[src/design/led_display_defines.vh]
// register map, field positions, reset values and timing counts
`ifndef LED_DISPLAY_DEFINES_VH
`define LED_DISPLAY_DEFINES_VH

// register indices (printed offsets); byte address is index times four
`define IDX_BRIGHT_01 8'h01
`define IDX_BRIGHT_23 8'h02
`define IDX_SCAN_COUNT 8'h03
`define IDX_SHUTDOWN 8'h04
`define IDX_GLYPH_PORT 8'h05
`define IDX_DISPLAY_TEST 8'h07
`define IDX_GLYPH_PTR 8'h08

// field positions
`define FONT_CMD_BIT 7
`define SCAN_ALL_BIT 0
`define TEST_BIT 0
`define SHUTDOWN_RUN_BIT 0

// reset values
`define RST_BRIGHT 8'h00
`define RST_SCAN 8'h00
`define RST_SHUTDOWN 8'h00
`define RST_TEST 8'h00
`define RST_GLYPH_PTR 8'h80

// font pointer range
`define GLYPH_PTR_FIRST 8'h80
`define GLYPH_PTR_LAST 8'hF7

// pwm timing
`define PWM_STEPS 5'h10
`define TEST_DUTY 4'h7
`define TEST_PHASES 4'h8
`define SCAN_TICK_NS 1000
`define CLK_PERIOD_NS 25
`define SCAN_TICK_CYCLES (`SCAN_TICK_NS / `CLK_PERIOD_NS)

`endif

[src/design/pwm_slot.v]
// one pwm slot counter with phase end pulse for the multiplex scanner
`timescale 1ns/1ps
`include "led_display_defines.vh"

module pwm_slot #(
  parameter TICK_CYCLES = `SCAN_TICK_CYCLES
) (
  input wire pclk, // system clock
  input wire presetn, // async reset, active low
  output reg [3:0] slot, // current sixteenth within a phase
  output reg phase_end // pulse in the cycle after the last tick of a phase
);

  reg [15:0] tick_cnt;
  wire tick_done;

  assign tick_done = (tick_cnt == TICK_CYCLES - 1);

  // ==========================================================
  // slot stepping
  always @(posedge pclk or negedge presetn) begin
    if (!presetn) begin
      tick_cnt <= 16'h0000;
      slot <= 4'h0;
      phase_end <= 1'b0;
    end else begin
      phase_end <= tick_done && (slot == 4'hF);
      if (tick_done) begin
        tick_cnt <= 16'h0000;
        slot <= slot + 4'h1;
      end else begin
        tick_cnt <= tick_cnt + 16'h0001;
      end
    end
  end

endmodule

[src/design/led_matrix_display_control.v]
// display control: test override, user glyph ram, scan limit, brightness
// Overview of operation
// - Two display modes exist, normal and test, picked by a test register.
// - Test lights every led and leaves all stored registers untouched.
// - Test lights the leds even while shutdown is stored as programmed.
// - Test scans eight digit phases at a fixed 7/16 duty.
// - A glyph port write with the top bit set loads the glyph pointer.
// - A glyph port write with the top bit clear stores seven bits and steps the pointer.
// - Scan bit zero clear scans only digits 0 and 1, other bits ignored.
// - Scan bit zero set scans all four digits.
// - Low nibbles set brightness of digit 0 and digit 2.
// - High nibbles set brightness of digits 1 and 3.
// - Digits 0 and 1 are driven together, then digits 2 and 3.
// - An access at the last pointer location wraps the pointer to the first.
`timescale 1ns/1ps
`include "led_display_defines.vh"

module led_matrix_display_control #(
  parameter TICK_CYCLES = `SCAN_TICK_CYCLES,
  parameter GLYPH_WORDS = 120
) (
  input wire pclk, // apb clock, 40 MHz
  input wire presetn, // async reset, active low
  input wire psel, // apb select
  input wire penable, // apb access phase
  input wire pwrite, // apb direction, high for write
  input wire [7:0] paddr, // apb byte address
  input wire [31:0] pwdata, // apb write data
  output wire pready, // apb ready, always high
  output reg [31:0] prdata, // apb read data
  output wire pslverr, // apb error on unmapped address
  output reg [3:0] digit_enable, // one bit per digit being lit
  output reg all_on, // forces every segment on (test mode)
  output reg [7:0] glyph_rd_data // column at current glyph pointer
);

  // ==========================================================
  // register storage
  reg [7:0] brightness_digits_zero_one;
  reg [7:0] brightness_digits_two_three;
  reg [7:0] scan_digit_count;
  reg [7:0] shutdown_ctrl;
  reg [7:0] display_test;
  reg [7:0] glyph_ptr;
  reg [6:0] user_glyph_ram [0:GLYPH_WORDS-1];
  reg [2:0] phase;

  wire [3:0] slot;
  wire phase_end;
  wire [5:0] reg_idx;
  wire addr_ok;
  wire access;
  wire wr_en;
  wire rd_en;
  wire glyph_access;
  wire glyph_wr_data;
  wire glyph_wr_ptr;
  wire test_mode;
  wire scan_all;
  wire [6:0] ram_index;

  // ==========================================================
  // functions
  function [7:0] ptr_step;
    input [7:0] ptr;
    begin
      if (ptr >= `GLYPH_PTR_LAST)
        ptr_step = `GLYPH_PTR_FIRST;
      else
        ptr_step = ptr + 8'h01;
    end
  endfunction

  // nibble n lit for slots 0..n, capped so slot 15 is blank
  function duty_on;
    input [3:0] level;
    input [3:0] s;
    begin
      duty_on = (s <= level) && (s != 4'hF);
    end
  endfunction

  function reg_hit;
    input [5:0] idx;
    begin
      reg_hit = (idx == `IDX_BRIGHT_01) || (idx == `IDX_BRIGHT_23) ||
                (idx == `IDX_SCAN_COUNT) || (idx == `IDX_SHUTDOWN) ||
                (idx == `IDX_GLYPH_PORT) || (idx == `IDX_DISPLAY_TEST) ||
                (idx == `IDX_GLYPH_PTR);
    end
  endfunction

  // ==========================================================
  // apb decode
  assign reg_idx = paddr[7:2];
  assign addr_ok = reg_hit(reg_idx) && (paddr[1:0] == 2'b00);
  assign access = psel && penable;
  assign wr_en = access && pwrite && addr_ok;
  assign rd_en = access && !pwrite && addr_ok;
  assign pready = 1'b1;
  assign pslverr = access && !addr_ok;
  assign glyph_access = (reg_idx == `IDX_GLYPH_PORT) && (wr_en || rd_en);
  assign glyph_wr_ptr = wr_en && (reg_idx == `IDX_GLYPH_PORT) &&
                        pwdata[`FONT_CMD_BIT];
  assign glyph_wr_data = wr_en && (reg_idx == `IDX_GLYPH_PORT) &&
                         !pwdata[`FONT_CMD_BIT];
  assign ram_index = glyph_ptr[6:0];
  assign test_mode = display_test[`TEST_BIT];
  assign scan_all = scan_digit_count[`SCAN_ALL_BIT];

  // ==========================================================
  // control registers
  always @(posedge pclk or negedge presetn) begin
    if (!presetn) begin
      brightness_digits_zero_one <= `RST_BRIGHT;
      brightness_digits_two_three <= `RST_BRIGHT;
      scan_digit_count <= `RST_SCAN;
      shutdown_ctrl <= `RST_SHUTDOWN;
      display_test <= `RST_TEST;
    end else if (wr_en) begin
      case (reg_idx)
        `IDX_BRIGHT_01: begin
          brightness_digits_zero_one <= pwdata[7:0];
        end
        `IDX_BRIGHT_23: begin
          brightness_digits_two_three <= pwdata[7:0];
        end
        `IDX_SCAN_COUNT: begin
          scan_digit_count <= pwdata[7:0];
        end
        `IDX_SHUTDOWN: begin
          shutdown_ctrl <= pwdata[7:0];
        end
        `IDX_DISPLAY_TEST: begin
          display_test <= pwdata[7:0];
        end
        default: begin
        end
      endcase
    end
  end

  // ==========================================================
  // glyph pointer and ram
  always @(posedge pclk or negedge presetn) begin
    if (!presetn) begin
      glyph_ptr <= `RST_GLYPH_PTR;
    end else if (glyph_wr_ptr) begin
      if (pwdata[7:0] > `GLYPH_PTR_LAST)
        glyph_ptr <= `GLYPH_PTR_FIRST;
      else
        glyph_ptr <= pwdata[7:0];
    end else if (glyph_wr_data || (glyph_access && rd_en)) begin
      glyph_ptr <= ptr_step(glyph_ptr);
    end else if (wr_en && (reg_idx == `IDX_GLYPH_PTR)) begin
      // same clamp as the port load: above 0xF7 loads 0x80, lower values are stored as written
      if (pwdata[7:0] > `GLYPH_PTR_LAST)
        glyph_ptr <= `GLYPH_PTR_FIRST;
      else
        glyph_ptr <= pwdata[7:0];
    end
  end

  always @(posedge pclk) begin
    if (glyph_wr_data)
      user_glyph_ram[ram_index] <= pwdata[6:0];
  end

  always @(posedge pclk or negedge presetn) begin
    if (!presetn)
      glyph_rd_data <= 8'h00;
    else
      glyph_rd_data <= {1'b0, user_glyph_ram[ram_index]};
  end

  // ==========================================================
  // read mux
  always @* begin
    prdata = 32'h00000000;
    case (reg_idx)
      `IDX_BRIGHT_01: prdata[7:0] = brightness_digits_zero_one;
      `IDX_BRIGHT_23: prdata[7:0] = brightness_digits_two_three;
      `IDX_SCAN_COUNT: prdata[7:0] = scan_digit_count;
      `IDX_SHUTDOWN: prdata[7:0] = shutdown_ctrl;
      `IDX_GLYPH_PORT: prdata[7:0] = {1'b0, user_glyph_ram[ram_index]};
      `IDX_DISPLAY_TEST: prdata[7:0] = display_test;
      `IDX_GLYPH_PTR: prdata[7:0] = glyph_ptr;
      default: prdata = 32'h00000000;
    endcase
  end

  // ==========================================================
  // multiplex scanner
  pwm_slot #(
    .TICK_CYCLES(TICK_CYCLES)
  ) u_slot (
    .pclk(pclk),
    .presetn(presetn),
    .slot(slot),
    .phase_end(phase_end)
  );

  always @(posedge pclk or negedge presetn) begin
    if (!presetn) begin
      phase <= 3'h0;
    end else if (phase_end) begin
      if (test_mode)
        phase <= phase + 3'h1;
      else if (scan_all)
        phase <= {2'b00, ~phase[0]};
      else
        phase <= 3'h0;
    end
  end

  // ==========================================================
  // digit drive
  always @(posedge pclk or negedge presetn) begin
    if (!presetn) begin
      digit_enable <= 4'h0;
      all_on <= 1'b0;
    end else if (test_mode) begin
      // stored control untouched; shutdown ignored in test
      all_on <= 1'b1;
      if (slot < `TEST_DUTY)
        digit_enable <= phase[0] ? 4'hC : 4'h3;
      else
        digit_enable <= 4'h0;
    end else if (!shutdown_ctrl[`SHUTDOWN_RUN_BIT]) begin
      all_on <= 1'b0;
      digit_enable <= 4'h0;
    end else begin
      all_on <= 1'b0;
      // a stale odd phase must not light the upper pair in two-digit scan
      if (!(scan_all && phase[0]))
        digit_enable <= {2'b00,
          duty_on(brightness_digits_zero_one[7:4], slot),
          duty_on(brightness_digits_zero_one[3:0], slot)};
      else
        digit_enable <= {
          duty_on(brightness_digits_two_three[7:4], slot),
          duty_on(brightness_digits_two_three[3:0], slot), 2'b00};
    end
  end

endmodule

[config.mk]
export PLATFORM = sky130hd
export DESIGN_NAME = led_matrix_display_control
export DESIGN_NICKNAME = d
export VERILOG_FILES = /design/src/design/pwm_slot.v /design/src/design/led_matrix_display_control.v
export VERILOG_INCLUDE_DIRS = /design/src /design/src/design
export SDC_FILE = /design/constraint.sdc
export NUM_CORES = 1
export LEC_CHECK = 0
export BUFFER_PORTS_ARGS = -buffer_cell sky130_fd_sc_hd__buf_2
export CAP_MARGIN = 25
export CORE_MARGIN = 10
export CORE_UTILIZATION = 55
export CTS_BUF_LIST = sky130_fd_sc_hd__clkbuf_4 sky130_fd_sc_hd__clkbuf_8
export CTS_CLUSTER_DIAMETER = 100
export DETAILED_ROUTE_END_ITERATION = 16
export PLACE_DENSITY = 0.79
export SYNTH_ARGS = -nofsm -noshare
export SYNTH_HDL_FRONTEND = slang
export SYNTH_SLANG_ARGS = --single-unit
[constraint.sdc]
create_clock -name pclk -period 6.2 [get_ports pclk]
set_clock_uncertainty 0.1 [all_clocks]
set_input_delay 1.24 -clock pclk [delete_from_list [all_inputs] [get_ports pclk]]
set_output_delay 1.24 -clock pclk [all_outputs]
set_load 0.005 [all_outputs]
==> results_dict.tcl, run 1 <==
set metrics [dict create \
    status "complete, no violations" \
    grt_pass1_vias 22960 \
    nNetsFinal 2509 \
    die_h_um 281 \
    core_area_sq_um 67300 \
    cts_tree "yes" \
    final_cell_mix "edfxtp_1, nor2_1, clkbuf_8" \
    dr.pass1.iters 7 \
    max_freq_mhz 165 \
    drc_errors 0 \
    path_cells "buf_4 -> mux2_2 -> a221o_1 -> a22oi_1 -> o22ai_1 -> a311oi_1 -> nand3_1 -> a21o_1 -> buf_2" \
    fillers 4611 \
    drv_cap 0 \
    clock_latency_ns 0.82 \
    syn_to_final_growth_pct 11.9 \
    mostFrequentLayoutCell "edfxtp_1" \
    cp-endpoint "prdata[6]" \
    clk_path_buf_depth 3 \
    r2r-end "user_glyph_ram[27][3]$_DFFE_PP_" \
    synth_warnings 0 \
    critPathLaunch "glyph_ptr[0]$_DFFE_PN0P_" \
    period_share_pct 97.9 \
    drtIter0Drc 3695 \
    gp_congestion 0.973 \
    grt.overflow.total 0 \
    cp.required_ns 4.86 \
    hold_violations 0 \
    finalSetupViolCount 0 \
    synth_edf_count 840 \
    synth_ff_type "edfxtp_1" \
    viasPerCell 6.74 \
    clockRootBuffer "clkbuf_8" \
    avgSynthCellArea_sq_um 16.5 \
    ant_nets 0 \
    period_minus_slack_ns 6.07 \
    syn_area_sq_um 37400 \
    fin_ws_ns 0.133 \
    crit_type "reg -> out" \
    worstPathArrival_ns 4.73 \
    critPathMaxFanout 41 \
    num_io_pins 92 \
    worstHoldPathType "in -> async" \
    routed_wl_mm 103 \
    async_reset_ff_share_pct 8.89 \
    sw_frac_of_total_pct 21.2 \
    start_util_pct 55.5 \
    fp-row-count 95 \
    clk_pin_slew_ns 0.06 \
    slew_violations 0 \
    synthCells 2261 \
    fp.dieW_um 281 \
    cp-end-kind "output pin" \
    p_switching_mw 2.52 \
    hold_buffers 0 \
    grt_setup_unrepaired "false" \
    max_stage_delay_ns 0.94 \
    power_mw 11.9 \
    yosysUniqueCellTypes 75 \
    holdWs_ns 0.165 \
    grt_pass1_wl_mm 150 \
    clkPwrFrac_pct 41.0 \
    p_leak_nw 14.5 \
    grt_start_max_net_pins 97 \
    cts_resized 0 \
    reg2reg_slack_ns 1.94 \
    cts_sinks 922 \
    die_area_sq_um 78800 \
    power_frac_comb_pct 1.9 \
    post_cts_buffers 0 \
    tns_ns 0 \
    worst_setup_path_start_kind "flop" \
    ys_ff_latch 922 \
    drive_gt1_share_pct 23.8 \
    place_ws_ns 1.10 \
    wire_per_inst_um 30.0 \
    reg2reg_depth 6 \
    ir_worst_vdd_uv 211 \
    post_layout_nonfiller_instances 3427 \
    htreeDepth 4 \
    synth_seq_area_share_pct 73.0 \
    seqPwrFrac_pct 57.1 \
    slew_headroom_pct 27.2 \
    place_inst 3173 \
    slowest_stage "dfrtp_4" \
    place_hpwl_mm 63.4 \
    power_density_nw_per_um2 285 \
    r2r_start "glyph_ptr[1]$_DFFE_PN0P_" \
    num_vias 23101 \
    portBuffers 41 \
    worst_slew_pin_slew_ns 1.09 \
    numCtsBuffers 141 \
    antenna_found_initial 4 \
    p_int_mw 9.37 \
    grt_use_total_pct 26.0 \
]
## worst max-delay path: cells and delay by family (launching register included)
kind | cells | cell delay (ns)
AO/OA/AOI/OAI | 5 | 1.62
flip-flops | 1 | 0.94
AND/OR/NAND/NOR | 1 | 0.40
multiplexers | 1 | 0.38
buffers and inverters | 2 | 0.53
## logic make-up (layout without fill, tap and decap cells)
kind of cell	Yosys count	after routing	share of synthesized area [%]
DFF	922	922	73.0
buffers and inverters	187	453	2.66
adders and majority gates	19	19	0.636
AOI/OAI and AO/OA	452	452	8.81
muxes	253	253	9.49
and+or+nand+nor	409	409	4.99
xor gates and xnor gates	17	17	0.398
other	2	29	0.0201
## metal layers
| layer | up-vias | track usage, % | share of wire (%) |
|---|---|---|---|
| met5 | - | 0 | 0.031 |
| met4 | 4 | 13.9 | 5.9 |
| met3 | 404 | 7.97 | 14 |
| met2 | 1911 | 39.5 | 46 |
| met1 | 11405 | 33.2 | 35 |
| li1 | 9377 | - | - |
## state kept, by name, summed over array words and instances, names as in the netlist
name,cells
user_glyph_ram,840
u_slot.tick_cnt,16
brightness_digits_two_three,8
brightness_digits_zero_one,8
display_test,8
glyph_ptr,8
scan_digit_count,8
shutdown_ctrl,8
glyph_rd_data,7
digit_enable,4
u_slot.slot,4
all_on,1
phase,1
u_slot.phase_end,1
## how the worst min path moves through the flow
stage,from,to,slack [ns]
2_1_floorplan,u_slot.phase_end$_DFF_PN0_,phase[0]$_DFFE_PN0P_,0.32
3_3_place_gp,u_slot.tick_cnt[15]$_DFF_PN0_,u_slot.tick_cnt[15]$_DFF_PN0_,0.36
3_5_place_dp,u_slot.phase_end$_DFF_PN0_,phase[0]$_DFFE_PN0P_,0.37
4_1_cts,u_slot.tick_cnt[0]$_DFF_PN0_,u_slot.tick_cnt[0]$_DFF_PN0_,0.39
5_1_grt,presetn,digit_enable[1]$_DFF_PN0_,0.15
6_report,presetn,digit_enable[1]$_DFF_PN0_,0.17
## area by class of cell
type	count	area, sq um	area share (%)
diodes	3	7.51	0.0180
clock buffers	191	2330	5.58
clock inverters	58	353	0.844
inverters	20	75.1	0.180
multi-input cells	1176	9230	22.1
flip-flops and latches	922	27300	65.3
well taps	873	1090	2.61
repair buffers	184	1430	3.41
## power by group through the flow
stage | clock network [mW] | logic (mW) | registers (mW)
2_1_floorplan | 0 | 0.0773 | 6.92
3_3_place_gp | 0 | 0.208 | 6.92
3_5_place_dp | 0 | 0.218 | 6.92
4_1_cts | 4.90 | 0.218 | 6.79
5_1_grt | 5.20 | 0.241 | 6.79
6_report | 4.87 | 0.230 | 6.79
## cells in the mapped netlist, types with 46 or more instances
cell / count / area share (%)
a221oi_1: 53 / 1.2
clkbuf_1: 52 / 0.52
nor2_1: 166 / 1.7
edfxtp_1: 840 / 68
mux2_2: 100 / 3.0
buf_2: 51 / 0.68
buf_4: 46 / 0.92
mux2i_1: 82 / 2.2
a22oi_1: 79 / 1.6
o21ai_0: 59 / 0.79
mux4_2: 71 / 4.3
dfrtp_1: 81 / 5.4
a21oi_1: 72 / 0.96
nand2_1: 110 / 1.1
## through the flow
step / util [%] / area, sq um
2_1_floorplan: - / 37500
3_3_place_gp: 58.0 / 39000
3_5_place_dp: 58.0 / 39100
4_1_cts: 62.0 / 41700
5_1_grt: 62.1 / 41800
6_report: 62.1 / 41800
Note: power is estimated with default switching activity, not from simulation.
==> inputs of run 2 (changes only) <==
--- a/config.mk
+++ b/config.mk
@@ -14,6 +14,7 @@
 export CTS_CLUSTER_DIAMETER = 100
 export DETAILED_ROUTE_END_ITERATION = 16
 export PLACE_DENSITY = 0.79
+export REMOVE_ABC_BUFFERS = 1
 export SYNTH_ARGS = -nofsm -noshare
 export SYNTH_HDL_FRONTEND = slang
 export SYNTH_SLANG_ARGS = --single-unit
==> results_dict.tcl, run 2 (synthesized netlist as in run 1, its figures left out) <==
set metrics [dict create \
    status "complete, but fails checks" \
    failed_checks "setup timing" \
    final_cell_mix "edfxtp_1, buf_4, nor2_1" \
    multi_input_area_sq_um 9230 \
    cp.required_ns 4.86 \
    place_ws_ns 1.07 \
    clock_latency_ns 0.84 \
    wire_per_inst_um 30.0 \
    cp-endpoint "prdata[2]" \
    drc_errors 0 \
    num_io_pins 92 \
    crit_type "reg -> out" \
    die_area_sq_um 78800 \
    cp.depth 8 \
    grt_use_total_pct 26.2 \
    gp_congestion 0.982 \
    r2r_start "glyph_ptr[2]$_DFFE_PN0P_" \
    fp-row-count 95 \
    max_freq_mhz 161 \
    drtIter0Drc 3768 \
    grt_setup_unrepaired "false" \
    crit_family "compound AO/OA/AOI/OAI gates" \
    worst_setup_path_start_kind "flop" \
    slew_violations 0 \
    cts_sinks 922 \
    grt_pass1_wl_mm 152 \
    start_util_pct 55.5 \
    drive_gt1_share_pct 24.9 \
    nNetsFinal 2545 \
    hold_violations 0 \
    reg2reg_slack_ns 2.15 \
    syn_to_final_growth_pct 12.9 \
    worstPathArrival_ns 4.88 \
    slowest_stage "mux2i_1" \
    fp.dieW_um 281 \
    power_density_nw_per_um2 286 \
    mostFrequentLayoutCell "edfxtp_1" \
    critPathMaxFanout 34 \
    reg2reg_depth 8 \
    p_leak_nw 14.8 \
    portBuffers 41 \
    die_h_um 281 \
    critPathLaunch "glyph_ptr[2]$_DFFE_PN0P_" \
    grt_pass1_vias 23424 \
    worstHoldPathType "in -> async" \
    path_buf_inv 2 \
    antenna_found_initial 4 \
    drv_cap 0 \
    htreeDepth 4 \
    worst_slew_pin_slew_ns 1.09 \
    cp-end-kind "output pin" \
    max_stage_delay_ns 0.81 \
    num_vias 23499 \
    ant_nets 0 \
    hold_buffers 0 \
    top_register "user_glyph_ram" \
    seqCellArea_sq_um 27300 \
    finalSetupViolCount 2 \
    period_minus_slack_ns 6.22 \
    r2r-end "glyph_rd_data[4]$_DFF_PN0_" \
    core_area_sq_um 67300 \
    power_mw 12.1 \
    dr.pass1.iters 9 \
    ir_worst_vdd_uv 158 \
    path_cells "inv_2 -> mux2i_1 -> o22ai_1 -> or3_1 -> a211oi_1 -> nand4_1 -> a21o_1 -> buf_2" \
    grt_start_max_net_pins 83 \
    cts_tree "yes" \
    slew_headroom_pct 27.4 \
    clk_pin_slew_ns 0.06 \
    numCtsBuffers 143 \
    viasPerCell 6.79 \
    clockRootBuffer "clkbuf_8" \
    place_hpwl_mm 64.7 \
    reg.largest.list "user_glyph_ram (840), u_slot.tick_cnt (16)" \
    largest_reg_flops 840 \
    fin_ws_ns -0.0160 \
    fillers 4521 \
    clk_path_buf_depth 3 \
    period_share_pct 100 \
    routed_wl_mm 104 \
    grt.overflow.total 0 \
]
-- run 2: changes by cell type in the layout (fill, tap and decap cells not counted), moves of 2 or more --
cell      before  now
buf_4        142  176
clkbuf_8     144  160
clkinv_2      13    5
clkbuf_4      47   45
diode_2        3    1
inv_6          5    3
-- run 2: power breakdown --
part	switching (mW)	internal, mW	total [mW]
Clock	2.34	2.72	5.06
Sequential	0.00411	6.79	6.79
Combinational	0.183	0.0477	0.231
Total	2.53	9.55	12.1
-- run 2: through the flow --
stage	cell area, sq um	std cells	util [%]	TNS [ns]	hold WS, ns
2_1_floorplan	36500	2118	-	-1154.69	0.325
3_3_place_gp	39300	3206	58.4	0	0.343
3_5_place_dp	39300	3207	58.4	0	0.351
4_1_cts	42100	3460	62.6	0	0.361
5_1_grt	42200	3463	62.7	0	0.111
6_report	42200	3463	62.7	-0.0307	0.142
-- run 2: timing repair --
item | 4_1_cts | 5_1_grt
endpoints found under the setup margin | 0 | 2
resized for setup | 0 | 1
endpoints found under the hold margin | 0 | 0
buffers inserted | 0 | 1
-- run 2: layout make-up --
type	instances	share of cell area (%)
flip-flops and latches	922	64.7
multi-input cells	1176	21.9
clock buffers	205	6.02
repair buffers	218	3.96
well taps	873	2.59
clock inverters	48	0.709
inverters	20	0.178
diodes	1	0.00593
-- run 2: metal layers --
layer  global-route usage [%]  wire length (um)
met3                     7.92             13800
met2                     39.6             47900
met1                     33.4             36000
met4                     14.8              6170
met5                        0                11
-- run 2: worst min path at each step --
stage	start	end	cells after the start
3_5_place_dp	u_slot.phase_end$_DFF_PN0_	phase[0]$_DFFE_PN0P_	1
4_1_cts	u_slot.phase_end$_DFF_PN0_	phase[0]$_DFFE_PN0P_	1
6_report	presetn	scan_digit_count[0]$_DFFE_PN0P_	1
5_1_grt	presetn	digit_enable[2]$_DFF_PN0_	1
2_1_floorplan	u_slot.phase_end$_DFF_PN0_	phase[0]$_DFFE_PN0P_	1
3_3_place_gp	u_slot.phase_end$_DFF_PN0_	phase[0]$_DFFE_PN0P_	1
-- run 2: worst register-to-register path: cells and delay by family (launching register included) --
family          cells  cell delay (ns)
compound gates      3             0.44
buf+inv             2             0.72
flops               1             0.86
simple gates        3             1.63
